===== config.mk =====
export PLATFORM = sky130hd
export DESIGN_NAME = pic_ctrl
export DESIGN_NICKNAME = d
export VERILOG_FILES = /design/src/pic_pkg.sv /design/src/pic_arb_if.sv /design/src/pic_sync.sv /design/src/pic_arb.sv /design/src/pic_ctrl.sv
export SDC_FILE = /design/constraint.sdc
export NUM_CORES = 1
export LEC_CHECK = 0
export ABC_AREA = 1
export BUFFER_PORTS_ARGS = -buffer_cell sky130_fd_sc_hd__clkbuf_2
export CORE_MARGIN = 2
export CORE_UTILIZATION = 35
export CTS_CLUSTER_DIAMETER = 120
export DETAILED_ROUTE_END_ITERATION = 8
export SLEW_MARGIN = 20
export SYNTH_ARGS = -nofsm -noshare
export SYNTH_HDL_FRONTEND = slang
export SYNTH_HIERARCHICAL = 1
export SYNTH_SLANG_ARGS = --single-unit

===== constraint.sdc =====
create_clock -name pclk -period 21.8 [get_ports pclk]
set_input_delay 1.09 -clock pclk [delete_from_list [all_inputs] [get_ports pclk]]
set_output_delay 1.09 -clock pclk [all_outputs]
set_load 0.005 [all_outputs]

===== src/pic_pkg.sv =====
// Purpose: Shared constants of the prioritized interrupt controller
// Assumes: APB byte addresses, 32-bit data, registers in the low bits
package pic_pkg;
   localparam logic [7:0] OFS_STATUS = 8'h00;
   localparam logic [7:0] OFS_CORE = 8'h04;
   localparam logic [7:0] OFS_GCTL1 = 8'h08;
   localparam logic [7:0] OFS_GCTL2 = 8'h0c;
   localparam logic [7:0] OFS_GCTL3 = 8'h10;
   localparam logic [7:0] OFS_GCTL4 = 8'h14;
   localparam logic [7:0] OFS_PEND = 8'h18;
   localparam logic [7:0] OFS_FLAG = 8'h20;
   localparam logic [7:0] OFS_ENAB = 8'h24;
   localparam logic [7:0] OFS_PRIO = 8'h28;
   localparam int LVL_LSB = 5;
   localparam int MSB_BIT = 3;
   localparam int NESTING_DISABLE_BIT = 15;
   localparam int TRAP_LSB = 1;
   localparam int N_TRAP = 4;
   localparam int GIE_BIT = 15;
   localparam int DMA_TRAP_BIT = 5;
   localparam int LOOP_TRAP_BIT = 4;
   localparam int SOFT_TRAP_BIT = 0;
   localparam int PEND_LVL_LSB = 8;
   localparam int PRIO_PER_REG = 4;
   localparam logic [7:0] VEC_BASE = 8'h08;
   localparam logic [2:0] LVL_RESET = 3'h0;
   localparam logic [2:0] PRIO_RESET = 3'h4;
endpackage : pic_pkg


===== src/pic_arb_if.sv =====
// Purpose: Carries requests into the resolver and its choice back
// Assumes: One clock, resolver is purely combinational
// Notes: Priorities packed three bits per source
`timescale 1ns/1ps
interface pic_arb_if #(parameter int N_SRC = 16);
   logic [N_SRC-1:0] req;
   logic [3*N_SRC-1:0] prio;
   logic [3:0] level;
   logic valid;
   logic [7:0] idx;
   logic [2:0] win_prio;
   modport ctl (output req, output prio, output level,
      input valid, input idx, input win_prio);
   modport arb (input req, input prio, input level,
      output valid, output idx, output win_prio);
endinterface : pic_arb_if


===== src/pic_sync.sv =====
// Purpose: Two-stage synchroniser for external request pins
// Assumes: Pins are asynchronous to pclk
// Notes: First stage feeds the second stage only
`timescale 1ns/1ps
module pic_sync #(
   parameter int W = 3
) (
   input wire logic pclk,
   input wire logic presetn,
   input wire logic [W-1:0] pin_in,
   output logic [W-1:0] pin_out
);
   logic [W-1:0] meta_q;

   always_ff @(posedge pclk or negedge presetn)
   begin
      if (!presetn)
      begin
         meta_q <= '0;
         pin_out <= '0;
      end
      else
      begin
         meta_q <= pin_in;
         pin_out <= meta_q;
      end
   end
endmodule : pic_sync


===== src/pic_arb.sv =====
// Purpose: Picks the winning request among pending sources
// Assumes: Requests already gated by flag and enable
// Notes: Strictly greater test keeps the lowest index on ties
`timescale 1ns/1ps
module pic_arb #(
   parameter int N_SRC = 16
) (
   pic_arb_if.arb a
);
   logic [2:0] best_p;
   logic [7:0] best_i;
   logic found;

   always_comb
   begin
      best_p = 3'h0;
      best_i = 8'h00;
      found = 1'b0;
      for (int i = 0; i < N_SRC; i++)
      begin
         // Msb set or level seven leaves nothing above the level
         if (a.req[i] && !a.level[3] &&
             a.prio[3*i +: 3] > a.level[2:0] &&
             (!found || a.prio[3*i +: 3] > best_p))
         begin
            best_p = a.prio[3*i +: 3];
            best_i = 8'(i);
            found = 1'b1;
         end
      end
      a.valid = found;
      a.idx = best_i;
      a.win_prio = best_p;
   end
endmodule : pic_arb


===== src/pic_ctrl.sv =====
// Purpose: Prioritized vectored interrupt controller with APB registers
// Assumes: Peripheral and trap events are pclk pulses; ext pins async
// Notes: Zero-wait APB reads return data registered in the setup cycle
//
// Chosen here: the register addresses and the APB register port.
`timescale 1ns/1ps
module pic_ctrl #(
   parameter int N_SRC = 16,
   parameter int N_EXT = 3
) (
   input wire logic pclk,
   input wire logic presetn,
   input wire logic psel,
   input wire logic penable,
   input wire logic pwrite,
   input wire logic [7:0] paddr,
   input wire logic [31:0] pwdata,
   output logic [31:0] prdata,
   output logic pready,
   output logic pslverr,
   input wire logic [N_EXT-1:0] ext_irq_pin,
   input wire logic [N_SRC-N_EXT-1:0] periph_evt,
   input wire logic [pic_pkg::N_TRAP-1:0] trap_evt,
   input wire logic dma_trap_evt,
   input wire logic loop_ovf_evt,
   input wire logic trap_enter,
   input wire logic trap_exit,
   input wire logic irq_ack,
   output logic irq,
   output logic trap_irq,
   output logic [7:0] irq_vector,
   output logic [3:0] irq_level
);
   localparam int NPR = N_SRC / pic_pkg::PRIO_PER_REG;

   // Register state
   logic [2:0] level_q;
   logic msb_q;
   logic nesting_disable_q;
   logic [pic_pkg::N_TRAP-1:0] trap_flag_q;
   logic gie_q;
   logic [N_EXT-1:0] ext_pol_q;
   logic dma_flag_q;
   logic loop_flag_q;
   logic soft_trap_q;
   logic [7:0] pend_vec_q;
   logic [3:0] pend_lvl_q;
   logic [N_SRC-1:0] flag_q;
   logic [N_SRC-1:0] enab_q;
   logic [2:0] prio_q [N_SRC];

   // External pin edge detection
   logic [N_EXT-1:0] ext_s;
   logic [N_EXT-1:0] ext_prev_q;
   logic [N_EXT-1:0] ext_edge;
   logic [N_SRC-1:0] src_evt;

   // Bus decode
   logic setup;
   logic wr;
   logic [31:0] rd_d;
   logic hit_d;

   pic_arb_if #(.N_SRC(N_SRC)) arb_bus ();

   pic_sync #(.W(N_EXT)) u_sync (
      .pclk(pclk),
      .presetn(presetn),
      .pin_in(ext_irq_pin),
      .pin_out(ext_s)
   );

   pic_arb #(.N_SRC(N_SRC)) u_arb (
      .a(arb_bus)
   );

   function automatic logic is_reg(input logic [7:0] a,
      input logic [7:0] ofs);
      is_reg = (a == ofs);
   endfunction : is_reg

   function automatic logic is_prio(input logic [7:0] a);
      is_prio = a >= pic_pkg::OFS_PRIO &&
         a < pic_pkg::OFS_PRIO + 8'(4 * NPR) && a[1:0] == 2'b00;
   endfunction : is_prio

   // Byte address of the priority word that holds source i
   function automatic logic [7:0] prio_ofs(input int i);
      prio_ofs = pic_pkg::OFS_PRIO + 8'(4 * (i / pic_pkg::PRIO_PER_REG));
   endfunction : prio_ofs

   // Position of source i inside its priority word
   function automatic int prio_lsb(input int i);
      prio_lsb = 4 * (i % pic_pkg::PRIO_PER_REG);
   endfunction : prio_lsb

   assign setup = psel && !penable;
   // Write commits only at the access edge where pready is seen high
   assign wr = psel && penable && pwrite && pready;

   // Pins are synchronised before the edge logic reads them
   // A pin held high through reset shows one rising edge on release
   always_ff @(posedge pclk or negedge presetn)
   begin
      if (!presetn)
         ext_prev_q <= '0;
      else
         ext_prev_q <= ext_s;
   end

   // Polarity bit high selects the falling edge
   assign ext_edge = (ext_s & ~ext_prev_q & ~ext_pol_q) |
      (~ext_s & ext_prev_q & ext_pol_q);
   // Pins take the lowest positions, ahead of peripherals
   assign src_evt = {periph_evt, ext_edge};

   // Per-source flags: set wins over a simultaneous clear
   generate
      for (genvar i = 0; i < N_SRC; i++)
      begin : g_src
         always_ff @(posedge pclk or negedge presetn)
         begin
            if (!presetn)
               flag_q[i] <= 1'b0;
            else if (src_evt[i])
               flag_q[i] <= 1'b1;
            else if (wr && is_reg(paddr, pic_pkg::OFS_FLAG) && pwdata[i])
               flag_q[i] <= 1'b0;
         end

         always_ff @(posedge pclk or negedge presetn)
         begin
            if (!presetn)
               prio_q[i] <= pic_pkg::PRIO_RESET;
            else if (wr && is_reg(paddr, prio_ofs(i)))
               prio_q[i] <= pwdata[prio_lsb(i) +: 3];
         end

         assign arb_bus.prio[3*i +: 3] = prio_q[i];
      end
   endgenerate

   always_ff @(posedge pclk or negedge presetn)
   begin
      if (!presetn)
         enab_q <= '0;
      else if (wr && is_reg(paddr, pic_pkg::OFS_ENAB))
         enab_q <= pwdata[N_SRC-1:0];
   end

   // Flag and enable together form the masked status
   assign arb_bus.req = flag_q & enab_q;
   assign arb_bus.level = {msb_q, level_q};

   // CPU level: acknowledge raises it to the taken priority
   // Acknowledge wins over a bus write to the level in the same cycle
   always_ff @(posedge pclk or negedge presetn)
   begin
      if (!presetn)
         level_q <= pic_pkg::LVL_RESET;
      else if (irq_ack && irq)
         level_q <= pend_lvl_q[2:0];
      else if (wr && is_reg(paddr, pic_pkg::OFS_STATUS) && !nesting_disable_q)
         level_q <= pwdata[pic_pkg::LVL_LSB +: 3];
   end

   // Msb moves only with trap entry and exit, never by a bus write
   always_ff @(posedge pclk or negedge presetn)
   begin
      if (!presetn)
         msb_q <= 1'b0;
      else if (trap_enter)
         msb_q <= 1'b1;
      else if (trap_exit)
         msb_q <= 1'b0;
   end

   // First global control
   always_ff @(posedge pclk or negedge presetn)
   begin
      if (!presetn)
         nesting_disable_q <= 1'b0;
      else if (wr && is_reg(paddr, pic_pkg::OFS_GCTL1))
         nesting_disable_q <= pwdata[pic_pkg::NESTING_DISABLE_BIT];
   end

   // Trap flags: an event wins over a write-one clear in one cycle
   always_ff @(posedge pclk or negedge presetn)
   begin
      if (!presetn)
         trap_flag_q <= '0;
      else
         trap_flag_q <= trap_evt | (trap_flag_q &
            ~({pic_pkg::N_TRAP{wr && is_reg(paddr, pic_pkg::OFS_GCTL1)}} &
            pwdata[pic_pkg::TRAP_LSB +: pic_pkg::N_TRAP]));
   end

   // Second global control
   always_ff @(posedge pclk or negedge presetn)
   begin
      if (!presetn)
      begin
         gie_q <= 1'b0;
         ext_pol_q <= '0;
      end
      else if (wr && is_reg(paddr, pic_pkg::OFS_GCTL2))
      begin
         gie_q <= pwdata[pic_pkg::GIE_BIT];
         ext_pol_q <= pwdata[N_EXT-1:0];
      end
   end

   // Third global control: sticky, write one to clear
   always_ff @(posedge pclk or negedge presetn)
   begin
      if (!presetn)
      begin
         dma_flag_q <= 1'b0;
         loop_flag_q <= 1'b0;
      end
      else
      begin
         dma_flag_q <= dma_trap_evt || (dma_flag_q &&
            !(wr && is_reg(paddr, pic_pkg::OFS_GCTL3) &&
            pwdata[pic_pkg::DMA_TRAP_BIT]));
         loop_flag_q <= loop_ovf_evt || (loop_flag_q &&
            !(wr && is_reg(paddr, pic_pkg::OFS_GCTL3) &&
            pwdata[pic_pkg::LOOP_TRAP_BIT]));
      end
   end

   // Fourth global control: software raises and drops the hard trap
   always_ff @(posedge pclk or negedge presetn)
   begin
      if (!presetn)
         soft_trap_q <= 1'b0;
      else if (wr && is_reg(paddr, pic_pkg::OFS_GCTL4))
         soft_trap_q <= pwdata[pic_pkg::SOFT_TRAP_BIT];
   end

   // Pending vector tracks the current winner; holds when none pends
   // The core takes its new level from here, so both fields move together
   always_ff @(posedge pclk or negedge presetn)
   begin
      if (!presetn)
      begin
         pend_vec_q <= 8'h00;
         pend_lvl_q <= 4'h0;
      end
      else if (arb_bus.valid)
      begin
         pend_vec_q <= pic_pkg::VEC_BASE + arb_bus.idx;
         pend_lvl_q <= {1'b0, arb_bus.win_prio};
      end
   end

   // Interrupt outputs, all registered
   // Registering irq keeps it in step with the pending vector
   always_ff @(posedge pclk or negedge presetn)
   begin
      if (!presetn)
      begin
         irq <= 1'b0;
         trap_irq <= 1'b0;
      end
      else
      begin
         irq <= gie_q && arb_bus.valid;
         // Traps bypass the CPU level and the global enable
         trap_irq <= |trap_flag_q || dma_flag_q || loop_flag_q ||
            soft_trap_q;
      end
   end

   assign irq_vector = pend_vec_q;
   assign irq_level = pend_lvl_q;

   // Read mux, evaluated in the setup cycle
   always_comb
   begin
      rd_d = 32'h0000_0000;
      hit_d = 1'b1;
      if (is_reg(paddr, pic_pkg::OFS_STATUS))
         rd_d[pic_pkg::LVL_LSB +: 3] = level_q;
      else if (is_reg(paddr, pic_pkg::OFS_CORE))
         rd_d[pic_pkg::MSB_BIT] = msb_q;
      else if (is_reg(paddr, pic_pkg::OFS_GCTL1))
      begin
         rd_d[pic_pkg::NESTING_DISABLE_BIT] = nesting_disable_q;
         rd_d[pic_pkg::TRAP_LSB +: pic_pkg::N_TRAP] = trap_flag_q;
      end
      else if (is_reg(paddr, pic_pkg::OFS_GCTL2))
      begin
         rd_d[pic_pkg::GIE_BIT] = gie_q;
         rd_d[N_EXT-1:0] = ext_pol_q;
      end
      else if (is_reg(paddr, pic_pkg::OFS_GCTL3))
      begin
         rd_d[pic_pkg::DMA_TRAP_BIT] = dma_flag_q;
         rd_d[pic_pkg::LOOP_TRAP_BIT] = loop_flag_q;
      end
      else if (is_reg(paddr, pic_pkg::OFS_GCTL4))
         rd_d[pic_pkg::SOFT_TRAP_BIT] = soft_trap_q;
      else if (is_reg(paddr, pic_pkg::OFS_PEND))
      begin
         rd_d[7:0] = pend_vec_q;
         rd_d[pic_pkg::PEND_LVL_LSB +: 4] = pend_lvl_q;
      end
      else if (is_reg(paddr, pic_pkg::OFS_FLAG))
         rd_d[N_SRC-1:0] = flag_q;
      else if (is_reg(paddr, pic_pkg::OFS_ENAB))
         rd_d[N_SRC-1:0] = enab_q;
      else if (is_prio(paddr))
      begin
         for (int i = 0; i < N_SRC; i++)
         begin
            if (is_reg(paddr, prio_ofs(i)))
               rd_d[prio_lsb(i) +: 3] = prio_q[i];
         end
      end
      else
         hit_d = 1'b0;
   end

   // APB answer: ready rises in the first access cycle, no wait states
   // Read data are taken at setup, so any earlier write is already seen
   always_ff @(posedge pclk or negedge presetn)
   begin
      if (!presetn)
      begin
         pready <= 1'b0;
         pslverr <= 1'b0;
         prdata <= 32'h0000_0000;
      end
      else if (setup)
      begin
         pready <= 1'b1;
         pslverr <= !hit_d;
         prdata <= pwrite ? 32'h0000_0000 : rd_d;
      end
      else
      begin
         pready <= 1'b0;
         pslverr <= 1'b0;
      end
   end
endmodule : pic_ctrl


==> results.yml, run 1 <==
final_layout:
  nNetsFinal: 1539
  antennaDiodeCount: 0
  drive_above_1_share_pct: 14.6
  fillers: 2852
  areaGrowthSynthToFinish_pct: 13.4
  layoutNonFillerInstCount: 1735
  final_area_sq_mm: 0.0108
clocking:
  cts.repair.resized: 0
  cts.htree.levels: 4
  clkTransAtPathRegs_ps: 60
  cts_tree: "built"
  cts_num_sinks: 136
  clk_latency_ps: 420
  post_cts_buffers: 0
  cts_hold_buf: 0
  cts_made_buffers: 17
  clockBufferDepth: 2
  cts_root_buffer: "clkbuf_16"
synthesis:
  synth_cells: 1298
  netlist_area_sq_mm: 0.00956
  netlist.top_cell.by_area: "dfrtp_1"
  synth_edf_count: 0
  async_reset_ff_share_pct: 100
  yosys_warnings: 6
  yosys_most_used_dff: "dfrtp_1"
  netlist.area_leader.share_pct: 31.4
  ys_top_cells_by_count: "nand2_1, inv_1, o21ai_0"
  ys_ff_latch: 136
  ys_top_cells_by_area: "dfrtp_1, nand2_1, ha_1, o21ai_0, inv_1"
  syn_avg_cell_area_sq_um: 7.36
  yosysSeqAreaShare_pct: 35.8
  synth_most_common_cell: "nand2_1"
  netlist-cell-type-count: 46
floorplan:
  fp.dieW_um: 169
  coreArea_sq_mm: 0.0269
  initial_core_util_pct: 35.6
  die_h_um: 169
  rows: 60
  io_pins: 118
  dieArea_sq_mm: 0.0286
pwr:
  pwr_density_cell_mw_per_mm2: 53.1
  leakage_nw: 5.69
  irDropWorstVdd_uv: 44.1
  total_power_w: 0.000575
sta:
  fin_setup_tns_ps: 0
  fmax_mhz: 52.4
  setup_viol: 0
  fin_crit_ps: 19100
  tightest_slew_ps: 1030
  fin_crit_sh_pct: 87.6
  slew_headroom_pct: 31.3
  skew_ps: 12.4
  hold_viol_final: 0
  finalMaxSlewViolations: 0
  rsz0062_at_grt: "false"
placed_design:
  gp_congestion: 0.898
  dp.cells: 1703
  dp_hpwl_um: 21500
  placed_cell_area_sq_mm: 0.0102
  io_buffers: 84
grt:
  track_usage_pct: 19.9
  grt_first_pass_wirelength_um: 45100
  grt_max_degree: 80
  grt-ovfl-total: 0
  grt_pass1_vias: 8518
  antenna_found_initial: 0
critical_path:
  crit_path_top_delay_cell: "dfrtp_1"
  max_stage_delay_ps: 400
  worstSetupStartpointType: "register"
  crit_top_cell: "nand2_1"
  path_max_fanout: 16
  worstPathArrival_ps: 19370
  path_class: "register to register"
  cp.required_ps: 22080
  crit_path_end_kind: "register"
run:
  drv_cap: 0
drt:
  via_per_inst: 5.03
  drc: 0
  drt-total-wl_um: 27500
  dr_total_vias: 8725
  dr.first_iter.drc_count: 457
  wl_per_cell_um: 15.8
  ant_nets: 0
  firstDrtPassIters: 5
hold_path:
  min_path_type: "register to register"
outcome:
  status: "finished clean"
-- placed cells by master (no fill, tap or decap), drive strengths merged, types with 3 or more instances in the layout --
cell,count
nand3b,3
nor2,73
a31oi,6
o21bai,9
o21ai,162
nor3,8
nand4,8
clkinvlp,5
dfrtp,120
conb,21
dfstp,16
and2,7
a311oi,3
a21oi,46
o211ai,10
a211oi,5
nand3,96
or2,8
ha,88
inv,152
nand2,422
buf,7
clkbuf,103
-- critical path, delay by kind of cell, from the launching register on --
family,cells,cell delay [ps]
adders and majority gates,17,5140
AOI/OAI and AO/OA,31,4310
DFF,1,400
and+or+nand+nor,80,7880
buffers and inverters,15,1250
-- state kept, by name, indices dropped and copies added (netlist names), 4 cells and up --
| name | count |
|---|---|
| flag_q | 16 |
| prdata | 16 |
| enab_q | 16 |
| trap_flag_q | 4 |
| arb_bus.prio | 48 |
| irq_vector | 8 |
-- path summary, 6_finish.rpt --
kind                                            start  cells past startpoint                          end  slack (ps)
max                            level_q[2]$_DFFE_PN0P_                    143    irq_vector[4]$_DFFE_PN0P_        2700
min                        u_sync/meta_q[1]$_DFF_PN0_                      0  u_sync/pin_out[1]$_DFF_PN0_         350
max reg2reg                    level_q[2]$_DFFE_PN0P_                    143    irq_vector[4]$_DFFE_PN0P_        2700
min reg2reg                u_sync/meta_q[1]$_DFF_PN0_                      0  u_sync/pin_out[1]$_DFF_PN0_         350
max in group asynchronous                     presetn                      2       flag_q[12]$_DFFE_PN0P_       20080
min in group asynchronous                     presetn                      1        prdata[7]$_DFFE_PN0P_         610
-- metrics by stage --
step	hold slack, ps	worst slack (ps)	utilization, %
after floorplan	331	4810	-
after global placement	332	2920	38.1
after detailed placement	336	2430	38.1
after CTS	350	2390	40.3
after global routing	356	69.1	40.3
final	346	2700	40.3
-- cell families (layout without fill, tap and decap cells) --
kind of cell	after synthesis	in the layout	share of synthesized area, %
AND/OR/NAND/NOR	629	629	29.4
AO/OA/AOI/OAI	247	247	14.1
buffers and inverters	194	271	8.91
flip-flops	136	136	35.8
adder cells (fa/ha/maj)	88	88	11.5
other	2	21	0.0786
XOR/XNOR	2	2	0.183
-- cell type report --
| type | instances | area (sq um) | share of cell area, % |
|---|---|---|---|
| Timing Repair Buffer | 90 | 475 | 4.39 |
| Tap cell | 341 | 427 | 3.94 |
| Clock buffer | 20 | 447 | 4.12 |
| Clock inverter | 12 | 141 | 1.31 |
| Sequential cell | 136 | 3420 | 31.6 |
| Multi-Input combinational cell | 987 | 5360 | 49.5 |
| Inverter | 149 | 559 | 5.16 |
-- power by group --
group / leakage (nW) / internal [W] / switching, W / total (W)
Sequential: 1.67 / 0.000255 / 0.00000192 / 0.000257
Clock: 0.270 / 0.000173 / 0.000115 / 0.000287
Combinational: 3.74 / 0.00000918 / 0.0000219 / 0.0000311
-- layer usage --
layer	wire length, um	track usage [%]	vias up
met4	920	7.40	0
met3	1350	3.73	50
li1	-	-	4402
met2	12800	33.3	224
met5	0	0	-
met1	12400	25.7	4049
No activity file was read; power rests on OpenSTA's default activity.
==> run 2: changes to the inputs <==
--- a/config.mk
+++ b/config.mk
@@ -7,10 +7,12 @@
 export LEC_CHECK = 0
 export ABC_AREA = 1
 export BUFFER_PORTS_ARGS = -buffer_cell sky130_fd_sc_hd__clkbuf_2
+export CAP_MARGIN = 20
 export CORE_MARGIN = 2
 export CORE_UTILIZATION = 35
 export CTS_CLUSTER_DIAMETER = 120
 export DETAILED_ROUTE_END_ITERATION = 8
+export RECOVER_POWER = 25
 export SLEW_MARGIN = 20
 export SYNTH_ARGS = -nofsm -noshare
 export SYNTH_HDL_FRONTEND = slang
==> results.yml, run 2 (synthesis gave the netlist of run 1 again) <==
floorplan:
  io_pins: 118
  fp.dieW_um: 169
  dieArea_sq_mm: 0.0286
  rows: 60
  coreArea_sq_mm: 0.0269
  initial_core_util_pct: 35.6
  die_h_um: 169
grt:
  antenna_found_initial: 0
  grt-ovfl-total: 0
  grt_first_pass_wirelength_um: 45100
  grt_pass1_vias: 8518
  grt_max_degree: 80
  track_usage_pct: 19.9
sta:
  tightest_slew_ps: 4170
  setup_viol: 0
  finalMaxSlewViolations: 139
  skew_ps: 14.5
  rsz0062_at_grt: "false"
  slew_headroom_pct: -178
  fin_crit_ps: 19100
  hold_viol_final: 0
  fmax_mhz: 52.4
  fin_setup_tns_ps: 0
  fin_crit_sh_pct: 87.6
pwr:
  p_sw_w: 0.000138
  comb_power_share_pct: 5.3
  intPower_w: 0.000437
  p_seq_share_pct: 44.7
  irDropWorstVdd_uv: 44.2
  sw_frac_of_total_pct: 24.0
  clkPwrFrac_pct: 50.0
  leakage_nw: 5.68
  pwr_density_cell_mw_per_mm2: 53.1
drt:
  via_per_inst: 5.04
  dr_total_vias: 8747
  ant_nets: 0
  drt-total-wl_um: 27500
  wl_per_cell_um: 15.8
  firstDrtPassIters: 5
  dr.first_iter.drc_count: 523
  drc: 0
critical_path:
  r2r_cells: 143
  reg2reg_to: "irq_vector[4]$_DFFE_PN0P_"
  crit_path_top_delay_cell: "dfrtp_1"
  path_buf_inv: 15
  path_max_fanout: 16
  max_stage_delay_ps: 400
  crit_path_end_kind: "register"
  cp_top_family: "simple AND/OR/NAND/NOR gates"
  crit_path_end: "irq_vector[4]$_DFFE_PN0P_"
  worstSetupStartpointType: "register"
  r2r_slack_ps: 2700
  path_class: "register to register"
  cp.required_ps: 22080
  worstPathArrival_ps: 19380
  cp.depth: 143
  crit_top_cell: "nand2_1"
  r2r_start: "level_q[2]$_DFFE_PN0P_"
  critPathLaunch: "level_q[2]$_DFFE_PN0P_"
clocking:
  cts_num_sinks: 136
  clkTransAtPathRegs_ps: 60
  cts_tree: "built"
  clockBufferDepth: 2
  cts_root_buffer: "clkbuf_16"
  cts.htree.levels: 4
  cts_made_buffers: 17
  post_cts_buffers: 0
  clk_latency_ps: 420
final_layout:
  mostFrequentLayoutCell: "nand2_1"
  final_area_sq_mm: 0.0108
  areaGrowthSynthToFinish_pct: 13.2
  drive_above_1_share_pct: 14.4
  largest_reg_flops: 48
  antennaDiodeCount: 0
  final_cell_mix: "nand2_1, inv_1, o21ai_0"
  nNetsFinal: 1539
run:
  drv_cap: 2
placed_design:
  io_buffers: 84
  gp_congestion: 0.898
  placed_cell_area_sq_mm: 0.0102
  dp_hpwl_um: 21500
hold_path:
  min_path_type: "register to register"
outcome:
  violations: "capacitance limit, slew limit"
  status: "finished with violations"
## run 2: cell types whose count changed in the layout (fill, tap and decap cells not counted)
cell      previous run  this run
buf_6                2         0
clkbuf_1             2         4
nand2_1            393       394
nand2_2             20        19
## run 2: power groups by stage
stage	logic, W	registers, W	clock network, W
3_5_place_dp	0.0000312	0.000261	0
6_report	0.0000307	0.000257	0.000287
4_1_cts	0.0000313	0.000257	0.000292
3_3_place_gp	0.0000308	0.000261	0
2_1_floorplan	0.0000168	0.000261	0
5_1_grt	0.0000350	0.000257	0.000305
## run 2: worst min-delay path by stage
stage | cells past startpoint | start | slack [ps] | end
2_1_floorplan | 0 | u_sync/meta_q[0]$_DFF_PN0_ | 330 | u_sync/pin_out[0]$_DFF_PN0_
3_3_place_gp | 0 | u_sync/meta_q[0]$_DFF_PN0_ | 330 | u_sync/pin_out[0]$_DFF_PN0_
3_5_place_dp | 0 | u_sync/meta_q[1]$_DFF_PN0_ | 340 | u_sync/pin_out[1]$_DFF_PN0_
4_1_cts | 0 | u_sync/meta_q[1]$_DFF_PN0_ | 350 | u_sync/pin_out[1]$_DFF_PN0_
5_1_grt | 0 | u_sync/meta_q[2]$_DFF_PN0_ | 360 | u_sync/pin_out[2]$_DFF_PN0_
6_report | 0 | u_sync/meta_q[1]$_DFF_PN0_ | 350 | u_sync/pin_out[1]$_DFF_PN0_
## run 2: worst reg2reg max path, delay by kind of cell, from the launching register on
family | cells | cell delay, ps
simple gates | 80 | 7870
compound gates | 31 | 4320
fa+ha+maj | 17 | 5160
buf+inv | 15 | 1260
flops | 1 | 400
## run 2: cell type report
cell class	instances	area [sq um]
Fill cell	2855	16100
Multi-Input combinational cell	987	5360
Sequential cell	136	3420
Inverter	149	559
Timing Repair Buffer	90	460
Clock buffer	20	447
Tap cell	341	427
Clock inverter	12	141
## run 2: what timing repair did
item,CTS,global route
hold buffers,0,0
setup endpoints to repair,0,1
gates resized for setup,0,5
## run 2: metal layers
layer / up-vias / routed length (um) / GRT usage, %
met5: - / 0 / 0
met4: 0 / 926 / 7.40
met3: 52 / 1370 / 3.73
met2: 224 / 12800 / 33.3
met1: 4068 / 12400 / 25.7
li1: 4403 / - / -
## run 2: stage by stage
stage / util, % / hold WS [ps] / setup WS, ps / cells / total power (W)
floorplan: - / 331 / 4810 / 1317 / 0.000278
finish: 40.2 / 348 / 2700 / 1735 / 0.000575
CTS: 40.3 / 350 / 2390 / 1735 / 0.000580
global placement: 38.1 / 332 / 2920 / 1703 / 0.000292
global route: 40.2 / 356 / 69.1 / 1735 / 0.000597
detailed placement: 38.1 / 336 / 2430 / 1703 / 0.000293
